**src/inc/epm_map.svh**
```systemverilog
// Register indices, field positions and reset values of the E1 payload slice
`ifndef EPM_MAP_SVH
`define EPM_MAP_SVH

// Register indices (byte address is four times the index)
`define EPM_IDX_OVF_EN_A   10'h0c3
`define EPM_IDX_OVF_EN_B   10'h0c4
`define EPM_IDX_OVF_A      10'h0c5
`define EPM_IDX_OVF_B      10'h0c6
`define EPM_IDX_TP_CFG     10'h0c7
`define EPM_IDX_ACC_STAT   10'h0c8
`define EPM_IDX_ACC_CTL    10'h0c9
`define EPM_IDX_ACC_DATA   10'h0ca
`define EPM_IDX_TXP_CFG    10'h0cb

// Reset values
`define EPM_RST_ZERO       8'h00
`define EPM_RST_TXP_CFG    8'h80

// Writable bit masks
`define EPM_MASK_OVF_B     8'h01
`define EPM_MASK_TP_CFG    8'h0f
`define EPM_MASK_TXP_CFG   8'hc7

// Field positions
`define EPM_TP_START_BIT   0
`define EPM_TP_DIR_BIT     1
`define EPM_TP_MODE_LSB    2
`define EPM_ACC_DIR_BIT    7
`define EPM_CFG_SNAP_BIT   7
`define EPM_CFG_GTRK_BIT   6
`define EPM_TS_TEST_BIT    6
`define EPM_TS_STRK_BIT    4
`define EPM_TS_SUB_LSB     5

// Indirect address map limits
`define EPM_IND_SUB_LAST   7'h1f
`define EPM_IND_TRK_LAST   7'h3f
`define EPM_IND_SIG_HOLE   7'h40
`define EPM_IND_SIG2_HOLE  7'h50
`define EPM_IND_LAST       7'h5f

`endif

```
**src/inc/epm_pkg.sv**
```systemverilog
// Types shared by the E1 payload register slice
package epm_pkg;

  typedef enum logic [2:0] {
    EPM_SUB_NONE  = 3'h0,
    EPM_SUB_TRUNK = 3'h1,
    EPM_SUB_ALAW  = 3'h2,
    EPM_SUB_MULAW = 3'h3,
    EPM_SUB_LOOP  = 3'h4
  } epm_timeslot_substitution_sel_t;

  typedef enum logic [1:0] {
    EPM_TP_ALL  = 2'h0,
    EPM_TP_8BIT = 2'h1,
    EPM_TP_7BIT = 2'h2,
    EPM_TP_RSVD = 2'h3
  } epm_tp_mode_t;

  typedef enum logic [2:0] {
    EPM_ST_IDLE   = 3'b001,
    EPM_ST_ACCESS = 3'b010,
    EPM_ST_LOAD   = 3'b100
  } epm_acc_state_t;

  typedef struct packed {
    logic        psel;
    logic        penable;
    logic        pwrite;
    logic [11:0] paddr;
    logic [31:0] pwdata;
  } epm_apb_req_t;

  typedef struct packed {
    logic        pready;
    logic [31:0] prdata;
    logic        pslverr;
  } epm_apb_rsp_t;

  typedef struct packed {
    logic       valid;
    logic [4:0] ts;
    logic [3:0] frame;
    logic [3:0] abcd;
  } epm_slot_in_t;

  typedef struct packed {
    logic       valid;
    logic [4:0] ts;
    epm_timeslot_substitution_sel_t timeslot_substitution_sel;
    logic [7:0] trunk_code;
    logic [3:0] abcd;
    logic       test_sel;
    logic       test_msb7;
  } epm_slot_out_t;

  typedef struct packed {
    logic         start;
    logic         gen_tx;
    logic         gen_rx;
    epm_tp_mode_t mode;
  } epm_test_ctl_t;

endpackage : epm_pkg

```
**src/hdl/epm_ind_mem.sv**
```systemverilog
// Per-timeslot indirect control store and signaling snapshot store
`timescale 1ns/1ps
`default_nettype none
module epm_ind_mem (
  // Clock and reset
  input  wire logic       pclk,
  input  wire logic       presetn,
  // Host indirect port
  input  wire logic       host_we,
  input  wire logic [6:0] host_addr,
  input  wire logic [7:0] host_wdata,
  output logic      [7:0] host_rdata_ff,
  // Timeslot lookup port
  input  wire logic [4:0] slot_ts,
  output logic      [7:0] sub_ff,
  output logic      [7:0] trk_ff,
  output logic      [7:0] sig_ff,
  // Signaling snapshot port
  input  wire logic       snap_we,
  input  wire logic [3:0] snap_wdata,
  output logic      [3:0] snap_ff
);

  logic [7:0] mem_ff  [128];
  logic [3:0] snap_mem_ff [32];

  // One byte per indirect location
  for (genvar i = 0; i < 128; i++) begin : g_ent
    always_ff @(posedge pclk or negedge presetn) begin
      if (!presetn) begin
        mem_ff[i] <= 8'h00;
      end else if (host_we && host_addr == 7'(i)) begin
        mem_ff[i] <= host_wdata;
      end
    end
  end

  // One locked nibble per timeslot
  for (genvar j = 0; j < 32; j++) begin : g_snap
    always_ff @(posedge pclk or negedge presetn) begin
      if (!presetn) begin
        snap_mem_ff[j] <= 4'h0;
      end else if (snap_we && slot_ts == 5'(j)) begin
        snap_mem_ff[j] <= snap_wdata;
      end
    end
  end

  // Registered read ports
  always_ff @(posedge pclk or negedge presetn) begin
    if (!presetn) begin
      host_rdata_ff <= 8'h00;
      sub_ff        <= 8'h00;
      trk_ff        <= 8'h00;
      sig_ff        <= 8'h00;
      snap_ff       <= 4'h0;
    end else begin
      host_rdata_ff <= mem_ff[host_addr];
      sub_ff        <= mem_ff[{2'b00, slot_ts}];
      trk_ff        <= mem_ff[{2'b01, slot_ts}];
      sig_ff        <= mem_ff[{2'b10, slot_ts}];
      snap_ff       <= snap_mem_ff[slot_ts];
    end
  end

endmodule : epm_ind_mem
`default_nettype wire

```
**src/hdl/epm_regs.sv**
```systemverilog
// E1 monitor overflow, test pattern and transmit payload control register slice
//
// Functional notes
// Counter overflow pulses set sticky flags 7..0 in the first flag register.
// Flags stay set until a one is written to them; zeros change nothing.
// Line code violation overflow sets bit 0 of second register; others reserved.
// Mode 00 selects all 32 timeslots for test, ignoring per-timeslot bits.
// Mode 01 tests all eight bits of timeslots whose test bit is set.
// Mode 10 tests only seven most significant bits of selected timeslots.
// Direction 0 generates toward transmit, checks receive; 1 does the reverse.
// Pattern logic restarts only on a zero-to-one edge of the start bit.
// Busy reads one while an indirect access runs, zero otherwise.
// Host starts no new indirect access while busy reads one.
// Control bit 7 zero writes the data byte, one reads into it.
// Only indirect locations 00-3F, 41-4F and 51-5F are accessible.
// For writes host loads the data register, then writes address with bit 7 zero.
// For reads host writes address with bit 7 one; device returns the byte.
// Snapshot on latches first frame signaling for the whole multiframe; resets one.
// Global trunk enable replaces every timeslot's ABCD with its trunk code.
// Global substitution 000 uses each timeslot's own substitution field.
// Global substitution 001 replaces data with each timeslot's trunk code.
// Global substitution 010 replaces data with A-law milliwatt.
// Global substitution 011 replaces data with mu-law milliwatt.
// Global substitution 100 replaces data with payload loopback data.
// Interrupt output rises when an enabled overflow flag is set.
// Reserved mode and substitution values mean no replacement; reserved bits read zero.
`timescale 1ns/1ps
`default_nettype none
`include "epm_map.svh"
module epm_regs import epm_pkg::*; (
  // Clock and reset
  input  wire logic          pclk,
  input  wire logic          presetn,
  // APB slave
  input  wire epm_apb_req_t  apb_req,
  output var  epm_apb_rsp_t  apb_rsp,
  // Counter overflow pulses and interrupt output
  input  wire logic [7:0]    ovf_evt_a,
  input  wire logic          ovf_evt_b,
  output logic               irq,
  // Test pattern generator and checker control
  output var  epm_test_ctl_t test_ctl,
  // Timeslot lookup
  input  wire epm_slot_in_t  slot_in,
  output var  epm_slot_out_t slot_out,
  // Global signaling snapshot enable
  output logic               snap_en
);

  logic [9:0]     idx;
  logic           acc_wr;
  logic           setup_rd;
  logic           hit;
  logic [7:0]     wbyte;
  logic [7:0]     nxt_rdata;
  logic [7:0]     ovf_en_a_ff;
  logic           ovf_en_b_ff;
  logic [7:0]     ovf_a_ff;
  logic           ovf_b_ff;
  logic [3:0]     tp_cfg_ff;
  logic           start_prev_ff;
  logic           start_ff;
  logic [7:0]     acc_ctl_ff;
  logic [7:0]     acc_data_ff;
  logic [7:0]     txp_cfg_ff;
  logic [31:0]    prdata_ff;
  epm_acc_state_t state_ff;
  epm_acc_state_t nxt_state;
  logic           busy;
  logic           ind_ok;
  logic           mem_we;
  logic [7:0]     mem_rdata;
  logic [7:0]     sub_q;
  logic [7:0]     trk_q;
  logic [7:0]     sig_q;
  logic [3:0]     snap_q;
  epm_slot_in_t   s1_ff;
  epm_slot_out_t  nxt_out;
  epm_slot_out_t  slot_out_ff;
  epm_tp_mode_t   tp_mode;
  epm_timeslot_substitution_sel_t     gsub;

  // Bus phase decode
  assign idx      = apb_req.paddr[11:2];
  assign wbyte    = apb_req.pwdata[7:0];
  assign acc_wr   = apb_req.psel & apb_req.penable & apb_req.pwrite;
  assign setup_rd = apb_req.psel & ~apb_req.penable & ~apb_req.pwrite;
  assign busy     = (state_ff != EPM_ST_IDLE);
  assign tp_mode  = epm_tp_mode_t'(tp_cfg_ff[`EPM_TP_MODE_LSB +: 2]);
  assign gsub     = epm_timeslot_substitution_sel_t'(txp_cfg_ff[2:0]);

  // Read mux and address hit
  always_comb begin
    hit       = 1'b1;
    nxt_rdata = `EPM_RST_ZERO;
    if (idx == `EPM_IDX_OVF_EN_A) begin
      nxt_rdata = ovf_en_a_ff;
    end else if (idx == `EPM_IDX_OVF_EN_B) begin
      nxt_rdata = {7'h00, ovf_en_b_ff};
    end else if (idx == `EPM_IDX_OVF_A) begin
      nxt_rdata = ovf_a_ff;
    end else if (idx == `EPM_IDX_OVF_B) begin
      nxt_rdata = {7'h00, ovf_b_ff};
    end else if (idx == `EPM_IDX_TP_CFG) begin
      nxt_rdata = {4'h0, tp_cfg_ff};
    end else if (idx == `EPM_IDX_ACC_STAT) begin
      nxt_rdata = {7'h00, busy};
    end else if (idx == `EPM_IDX_ACC_CTL) begin
      nxt_rdata = acc_ctl_ff;
    end else if (idx == `EPM_IDX_ACC_DATA) begin
      nxt_rdata = acc_data_ff;
    end else if (idx == `EPM_IDX_TXP_CFG) begin
      nxt_rdata = txp_cfg_ff;
    end else begin
      hit = 1'b0;
    end
  end

  // Read data captured in the setup phase
  always_ff @(posedge pclk or negedge presetn) begin
    if (!presetn) begin
      prdata_ff <= 32'h0000_0000;
    end else if (setup_rd) begin
      prdata_ff <= {24'h00_0000, nxt_rdata};
    end
  end

  // Zero-wait response, error on unmapped word
  always_comb begin
    apb_rsp.pready  = 1'b1;
    apb_rsp.prdata  = prdata_ff;
    apb_rsp.pslverr = apb_req.psel & apb_req.penable & ~hit;
  end

  // Overflow interrupt enables
  always_ff @(posedge pclk or negedge presetn) begin
    if (!presetn) begin
      ovf_en_a_ff <= `EPM_RST_ZERO;
      ovf_en_b_ff <= 1'b0;
    end else if (acc_wr && idx == `EPM_IDX_OVF_EN_A) begin
      ovf_en_a_ff <= wbyte;
    end else if (acc_wr && idx == `EPM_IDX_OVF_EN_B) begin
      ovf_en_b_ff <= wbyte[0];
    end
  end

  // Sticky overflow flags, a new event beats a clear in the same cycle
  always_ff @(posedge pclk or negedge presetn) begin
    if (!presetn) begin
      ovf_a_ff <= `EPM_RST_ZERO;
      ovf_b_ff <= 1'b0;
    end else begin
      ovf_a_ff <= (ovf_a_ff & ~((acc_wr && idx == `EPM_IDX_OVF_A) ? wbyte : 8'h00)) | ovf_evt_a;
      ovf_b_ff <= (ovf_b_ff & ~(acc_wr && idx == `EPM_IDX_OVF_B && wbyte[0])) | ovf_evt_b;
    end
  end

  // Interrupt output from enabled flags
  assign irq = |(ovf_a_ff & ovf_en_a_ff) | (ovf_b_ff & ovf_en_b_ff);

  // Test pattern configuration
  always_ff @(posedge pclk or negedge presetn) begin
    if (!presetn) begin
      tp_cfg_ff <= 4'h0;
    end else if (acc_wr && idx == `EPM_IDX_TP_CFG) begin
      tp_cfg_ff <= 4'(wbyte & `EPM_MASK_TP_CFG);
    end
  end

  // Start pulse on the rising edge of the start bit only
  always_ff @(posedge pclk or negedge presetn) begin
    if (!presetn) begin
      start_prev_ff <= 1'b0;
      start_ff      <= 1'b0;
    end else begin
      start_prev_ff <= tp_cfg_ff[`EPM_TP_START_BIT];
      start_ff      <= tp_cfg_ff[`EPM_TP_START_BIT] & ~start_prev_ff;
    end
  end

  // Generator and checker steering
  always_comb begin
    test_ctl.start  = start_ff;
    test_ctl.gen_tx = ~tp_cfg_ff[`EPM_TP_DIR_BIT];
    test_ctl.gen_rx = tp_cfg_ff[`EPM_TP_DIR_BIT];
    test_ctl.mode   = tp_mode;
  end

  // Indirect address validity
  always_comb begin
    ind_ok = 1'b0;
    if (acc_ctl_ff[6:0] <= `EPM_IND_TRK_LAST) begin
      ind_ok = 1'b1;
    end else if (acc_ctl_ff[6:0] > `EPM_IND_LAST) begin
      ind_ok = 1'b0;
    end else if (acc_ctl_ff[6:0] == `EPM_IND_SIG_HOLE || acc_ctl_ff[6:0] == `EPM_IND_SIG2_HOLE) begin
      ind_ok = 1'b0;
    end else begin
      ind_ok = 1'b1;
    end
  end

  // Indirect access sequencer
  always_comb begin
    nxt_state = state_ff;
    case (state_ff)
      EPM_ST_IDLE: begin
        if (acc_wr && idx == `EPM_IDX_ACC_CTL) begin
          nxt_state = EPM_ST_ACCESS;
        end
      end
      EPM_ST_ACCESS: begin
        nxt_state = acc_ctl_ff[`EPM_ACC_DIR_BIT] ? EPM_ST_LOAD : EPM_ST_IDLE;
      end
      EPM_ST_LOAD: begin
        nxt_state = EPM_ST_IDLE;
      end
      default: begin
        nxt_state = EPM_ST_IDLE;
      end
    endcase
  end

  always_ff @(posedge pclk or negedge presetn) begin
    if (!presetn) begin
      state_ff <= EPM_ST_IDLE;
    end else begin
      state_ff <= nxt_state;
    end
  end

  // Control register, frozen while an access runs
  always_ff @(posedge pclk or negedge presetn) begin
    if (!presetn) begin
      acc_ctl_ff <= `EPM_RST_ZERO;
    end else if (acc_wr && idx == `EPM_IDX_ACC_CTL && !busy) begin
      acc_ctl_ff <= wbyte;
    end
  end

  // Data register, loaded by host when idle or by a completed read
  always_ff @(posedge pclk or negedge presetn) begin
    if (!presetn) begin
      acc_data_ff <= `EPM_RST_ZERO;
    end else if (state_ff == EPM_ST_LOAD) begin
      acc_data_ff <= ind_ok ? mem_rdata : 8'h00;
    end else if (acc_wr && idx == `EPM_IDX_ACC_DATA && !busy) begin
      acc_data_ff <= wbyte;
    end
  end

  // Write only to defined locations
  assign mem_we = (state_ff == EPM_ST_ACCESS) & ~acc_ctl_ff[`EPM_ACC_DIR_BIT] & ind_ok;

  // Transmit payload global configuration
  always_ff @(posedge pclk or negedge presetn) begin
    if (!presetn) begin
      txp_cfg_ff <= `EPM_RST_TXP_CFG;
    end else if (acc_wr && idx == `EPM_IDX_TXP_CFG) begin
      txp_cfg_ff <= wbyte & `EPM_MASK_TXP_CFG;
    end
  end

  assign snap_en = txp_cfg_ff[`EPM_CFG_SNAP_BIT];

  // Indirect store and snapshot store
  epm_ind_mem u_mem (
    .pclk          (pclk),
    .presetn       (presetn),
    .host_we       (mem_we),
    .host_addr     (acc_ctl_ff[6:0]),
    .host_wdata    (acc_data_ff),
    .host_rdata_ff (mem_rdata),
    .slot_ts       (slot_in.ts),
    .sub_ff        (sub_q),
    .trk_ff        (trk_q),
    .sig_ff        (sig_q),
    .snap_we       (slot_in.valid && slot_in.frame == 4'h0 && snap_en),
    .snap_wdata    (slot_in.abcd),
    .snap_ff       (snap_q)
  );

  // Stage one aligns the slot with the store outputs
  always_ff @(posedge pclk or negedge presetn) begin
    if (!presetn) begin
      s1_ff <= '0;
    end else begin
      s1_ff <= slot_in;
    end
  end

  // Per-slot decisions from global and per-timeslot settings
  always_comb begin
    nxt_out            = '0;
    nxt_out.valid      = s1_ff.valid;
    nxt_out.ts         = s1_ff.ts;
    nxt_out.trunk_code = trk_q;
    case (gsub)
      EPM_SUB_NONE: begin
        if (sub_q[`EPM_TS_SUB_LSB +: 3] <= 3'h4) begin
          nxt_out.timeslot_substitution_sel = epm_timeslot_substitution_sel_t'(sub_q[`EPM_TS_SUB_LSB +: 3]);
        end else begin
          nxt_out.timeslot_substitution_sel = EPM_SUB_NONE;
        end
      end
      EPM_SUB_TRUNK: nxt_out.timeslot_substitution_sel = EPM_SUB_TRUNK;
      EPM_SUB_ALAW:  nxt_out.timeslot_substitution_sel = EPM_SUB_ALAW;
      EPM_SUB_MULAW: nxt_out.timeslot_substitution_sel = EPM_SUB_MULAW;
      EPM_SUB_LOOP:  nxt_out.timeslot_substitution_sel = EPM_SUB_LOOP;
      default:       nxt_out.timeslot_substitution_sel = EPM_SUB_NONE;
    endcase
    // Timeslots 0 and 16 carry no per-timeslot signaling byte
    if (txp_cfg_ff[`EPM_CFG_GTRK_BIT] || (sig_q[`EPM_TS_STRK_BIT] && s1_ff.ts[3:0] != 4'h0)) begin
      nxt_out.abcd = sig_q[3:0];
    end else if (snap_en && s1_ff.frame != 4'h0) begin
      nxt_out.abcd = snap_q;
    end else begin
      nxt_out.abcd = s1_ff.abcd;
    end
    case (tp_mode)
      EPM_TP_ALL: nxt_out.test_sel = 1'b1;
      EPM_TP_8BIT: nxt_out.test_sel = sig_q[`EPM_TS_TEST_BIT] && s1_ff.ts[3:0] != 4'h0;
      EPM_TP_7BIT: begin
        nxt_out.test_sel  = sig_q[`EPM_TS_TEST_BIT] && s1_ff.ts[3:0] != 4'h0;
        nxt_out.test_msb7 = nxt_out.test_sel;
      end
      default: nxt_out.test_sel = 1'b0;
    endcase
  end

  // Stage two registers the slot decision
  always_ff @(posedge pclk or negedge presetn) begin
    if (!presetn) begin
      slot_out_ff <= '0;
    end else begin
      slot_out_ff <= nxt_out;
    end
  end

  assign slot_out = slot_out_ff;
endmodule : epm_regs
`default_nettype wire

```
**config.mk**
```make
export PLATFORM = sky130hd
export DESIGN_NAME = epm_regs
export DESIGN_NICKNAME = d
export VERILOG_FILES = /design/src/inc/epm_pkg.sv /design/src/hdl/epm_ind_mem.sv /design/src/hdl/epm_regs.sv
export VERILOG_INCLUDE_DIRS = /design/src /design/src/inc
export SDC_FILE = /design/constraint.sdc
export NUM_CORES = 2
export LEC_CHECK = 0
export BUFFER_PORTS_ARGS = -buffer_cell sky130_fd_sc_hd__buf_2
export CORE_MARGIN = 5
export CORE_UTILIZATION = 65
export CTS_CLUSTER_DIAMETER = 80
export DETAILED_ROUTE_END_ITERATION = 16
export GPL_TIMING_DRIVEN = 0
export PLACE_DENSITY = 0.82
export SYNTH_ARGS = -nofsm -noshare
export SYNTH_HDL_FRONTEND = slang
export SYNTH_HIERARCHICAL = 1
export SYNTH_SLANG_ARGS = --single-unit
```
**constraint.sdc**
```tcl
create_clock -name pclk -period 8.3 [get_ports pclk]
set_input_delay 1.245 -clock pclk [delete_from_list [all_inputs] [get_ports pclk]]
set_output_delay 1.245 -clock pclk [all_outputs]
set_load 0.02 [all_outputs]
```
### Yosys cells after proc, flatten, opt, wreduce, memory -nomap -nowiden

Index checks and enable logic that the tools add are counted.
Widths: inputs -> output; s select.

| storage, ports and cells | value |
|---|---|
| output and inout bits | 64 |
| bits in registers | 1280 |

| operators by class | value |
|---|---|
| equality and inequality tests | 178 |
| $lt $le $gt $ge | 8 |
| muxes and demuxes | 49 |
| bitwise gates (word level) | 29 |
| reductions and logical operators | 190 |

Operator list:

| kind | number |
|---|---|
| $eq 7x7->1 const B | 64 |
| $bmux 8 s7 | 4 |
| $eq 7x6->1 const B | 32 |
| $logic_and 1x1->1 | 176 |
| $mux 8 | 19 |
| $eq 7x5->1 const B | 16 |
| $eq 10x8->1 const B | 9 |
| $eq 5x5->1 const B | 16 |
| $eq 7x4->1 const B | 8 |
| $eq 5x4->1 const B | 8 |
| $ge 8x8->1 const B | 4 |
| $eq 7x3->1 const B | 4 |
| $bmux 4 s5 | 1 |
| $eq 5x3->1 const B | 4 |
| $and 8x8->8 | 2 |
| $mux 4 | 4 |
| $not 7->8 | 2 |
| $pmux 3 s5 | 1 |
| $eq 7x2->1 const B | 2 |
| $mux 7 | 2 |
| $mux 1 | 13 |
| $and 1x1->1 | 10 |
| $eq 5x2->1 const B | 2 |
| $eq 3x2->1 const B | 3 |
| 34 further kinds | 48 |

### Depth between registers and ports, before layout

| logic depth | value |
|---|---|
| depth after elaboration | 12 |
| mapped depth | 9 |

### By module

Netlist, hierarchy kept.

Modules (own cells, without submodules):

| module | area each (sq um) | instances | cells an instance |
|---|---|---|---|
| epm_ind_mem | 59798.6 | 1 | 3768 |
| epm_regs | 4219.0 | 1 | 371 |

### Worst setup path before layout

Ideal clock, no wire load.

| path | value |
|---|---|
| path kind | input-to-output |
| start point | input port apb_req[38] in the netlist's numbering |
| end point | output port apb_rsp[0] in the netlist's numbering |
| path buffers | 1 |
| stages on the path | 5 |
| arrival | 2333 ps |
| required time | 7055 ps |
| slack | 4722 ps |
| cell sequence | and4bb_1 -> buf_4 -> nand3_4 -> nor3_1 -> a211oi_1 |

RTL lines:

| element | RTL line | source |
|---|---|---|
| from (decl) | epm_regs.sv:35 | `input wire epm_apb_req_t apb_req,` |
| to (decl) | epm_regs.sv:36 | `output var epm_apb_rsp_t apb_rsp,` |

### Worst setup path after layout

| path | value |
|---|---|
| start point | register acc_ctl_ff[3] |
| end point | register u_mem.host_rdata_ff[5] |

| between the ends | value |
|---|---|
| cells in the longest elaborated chain, start to end | 4 |

RTL lines:

| element | RTL line | source |
|---|---|---|
| from (decl) | epm_regs.sv:63 | `logic [7:0] acc_ctl_ff;` |
| from (signal assigned) | epm_regs.sv:235 | `` acc_ctl_ff <= `EPM_RST_ZERO; `` |
| from (signal assigned) | epm_regs.sv:237 | `acc_ctl_ff <= wbyte;` |
| $not 7->8 (not written as such) | epm_ind_mem.sv:58 | `host_rdata_ff <= mem_ff[host_addr];` |
| $bmux 8 s7 | epm_ind_mem.sv:58 |  |
| $mux 8 (not written as such) (2 in a row) | epm_ind_mem.sv:58 |  |
| to (signal assigned) | epm_ind_mem.sv:58 |  |
| to (decl) | epm_ind_mem.sv:12 | `output logic [7:0] host_rdata_ff,` |

Every way passes these cells. The select of a mux whose other input is x is not followed.
A chain may end at the register's enable or synchronous reset.

==> metrics.txt <==
crit end category=flip-flop; outcome=finished, violations left; R2R Setup Slk=2730 ps; final hold vios=0; ANT nets after route=0; CTS tree=built; Final Non-Filler Cells=5686; I/O Buffers=84; hold_sp=u_mem/trk_ff[6]$_DFF_PN0_; Cells on Worst Hold Path=0; Worst slew margin=-8.02%; Worst-Margin Slew=1620 ps; Startpoint Class=flip-flop; RSZ-0062 raised after global routing=false; period utilization=67.1%; Max Freq=180 MHz; num rows=113; final core utilization=72.7%; Tot GR Track Use=42.0%; Crit Path Class=reg2reg; Crit-path slowest cell=buf_1; clock-pin slew on the worst setup and hold paths=60 ps; crit path max fanout=10; Final setup violation count=0; largest net degree at the start of global routing=173; hold buffer count at CTS=0; Post-CTS Setup Inserts=0; Placed Cells incl. Taps=5436; syn_area_per_cell=15.3 µm²; layout cell share with drive strength beyond 1=50.3%; GP Congestion=1.05; vias=42027; fin. max-slew vios=88; Detailed Place HPWL=150000 µm; DR iter-0 viols=6055; CTS Sinks=1274; CTS HTree Levels=4; post-CTS sizing=0; Buf/Inv on CP=3; DRC errors left=0; vias in the first global route=42284; clk_lat worst skew=750 ps; root buffer cell=clkbuf_16; Max Cap Viol=8; grt total ovfl=0; IR drop worst, VDD=0.190 mV; R2R depth=8; critical path depth in cells=8; initial core utilization=65.5%; Fin Clk Skew=27.5 ps; hold path endpoint=slot_out[12]$_DFF_PN0_; most common cell after layout, fill and taps aside=dfrtp_1; CP top delay family=compound AO/OA/AOI/OAI gates; crit path cell chain=buf_2, buf_2, buf_1, nor2_1, a22oi_1, a21boi_0, a211oi_1, a22oi_1; worst r2r src=acc_ctl_ff[3]$_DFFE_PN0P_; min Tclk post-route=5570 ps; chip width=319 µm; Core ar.=0.0950 mm²; First-pass DRT Iterations=12; WP data arrival=6030 ps; initial antenna violation count=19; first-pass GRT wire length=306000 µm; die area=0.102 mm²; Post-Syn Instances=4055; Area Growth Syn to Fin=11.1%; Final #Nets=4385; setup TNS=0 ps; CTS Buf Count=136; failing checks=capacitance limit, slew limit; Bufs on Longest Clock Path=3; top-level I/O count=136; YS warnings=6; Leakage=0.0317 µW; FF-to-FF End=u_mem/host_rdata_ff[5]$_DFF_PN0_; commonest cells after routing, fill and taps aside=1272 x dfrtp_1, 1210 x mux2_2, 434 x mux4_2; WL per Instance=37.8 µm; power per cell area=185 mW/mm²; WL final=215000 µm; worst hold path type=reg2reg; vias per cell=7.39; Die Y=319 µm; slowest cell delay on critical path=1160 ps; Syn Std Cell Area=0.0622 mm²; CP required=8760 ps
## worst register-to-register path, stage by stage (launching register included)
cell      delay [ps]
dfrtp_1          570
buf_2            260
buf_2            230
buf_1           1160
nor2_1           830
a22oi_1          440
a21boi_0         220
a211oi_1        1020
a22oi_1          550
## power breakdown
| part | internal [µW] | switching (µW) |
|---|---|---|
| clock | 3600 | 2520 |
| sequential | 6220 | 7.01 |
| combinational | 106 | 351 |
## flip-flops by register name, indices dropped and copies added, names as in the netlist, 8 cells and up
signal,flops
ovf_en_a_ff,8
u_mem/trk_ff,8
s1_ff,8
u_mem/host_rdata_ff,8
u_mem/snap_mem_ff,128
acc_data_ff,8
u_mem/mem_ff,1024
prdata_ff,8
slot_out,23
acc_ctl_ff,8
ovf_a_ff,8
## metrics by stage
stage               area (µm²)  setup WS, ps  total power, µW  hold WS, ps
global route             69100          3230            13100          358
floorplan                62300          4720             6520          331
global placement         64300        -21440             6780          332
CTS                      69100          3470            12800          352
finish                   69100          2730            12800          349
detailed placement       64500          3480             6790          336
## layout make-up
| cell class | count | area (µm²) |
|---|---|---|
| Antenna cell | 11 | 27.5 |
| Buffer | 348 | 1620 |
| Clock buffer | 211 | 4200 |
| Clock inverter | 27 | 304 |
| Fill cell | 6004 | 25900 |
| Inverter | 8 | 30.0 |
| Multi-Input combinational cell | 2448 | 28800 |
| Sequential cell | 1274 | 31900 |
| Tap cell | 1265 | 1580 |
| Timing Repair Buffer | 94 | 678 |
## metal layers
metal  up-vias  global-route usage, %  wire, µm
li1      15838                      -         -
met1     22094                   53.7     75000
met2      3145                   59.9     92400
met3       932                   17.4     29800
met4        18                   26.8     17800
met5         -                  0.880       253
## worst max-delay path by stage
stage	startpoint	endpoint	slack (ps)
after CTS	acc_ctl_ff[3]$_DFFE_PN0P_	u_mem/host_rdata_ff[2]$_DFF_PN0_	3470
after global placement	presetn	u_mem/mem_ff[261]$_DFFE_PN0P_	-21440
after detailed placement	acc_ctl_ff[3]$_DFFE_PN0P_	u_mem/host_rdata_ff[2]$_DFF_PN0_	3480
final	acc_ctl_ff[3]$_DFFE_PN0P_	u_mem/host_rdata_ff[5]$_DFF_PN0_	2730
after global routing	acc_ctl_ff[3]$_DFFE_PN0P_	u_mem/host_rdata_ff[5]$_DFF_PN0_	3230
after floorplan	apb_req[38]	apb_rsp[0]	4720
Power figures use the tool's default switching activity.
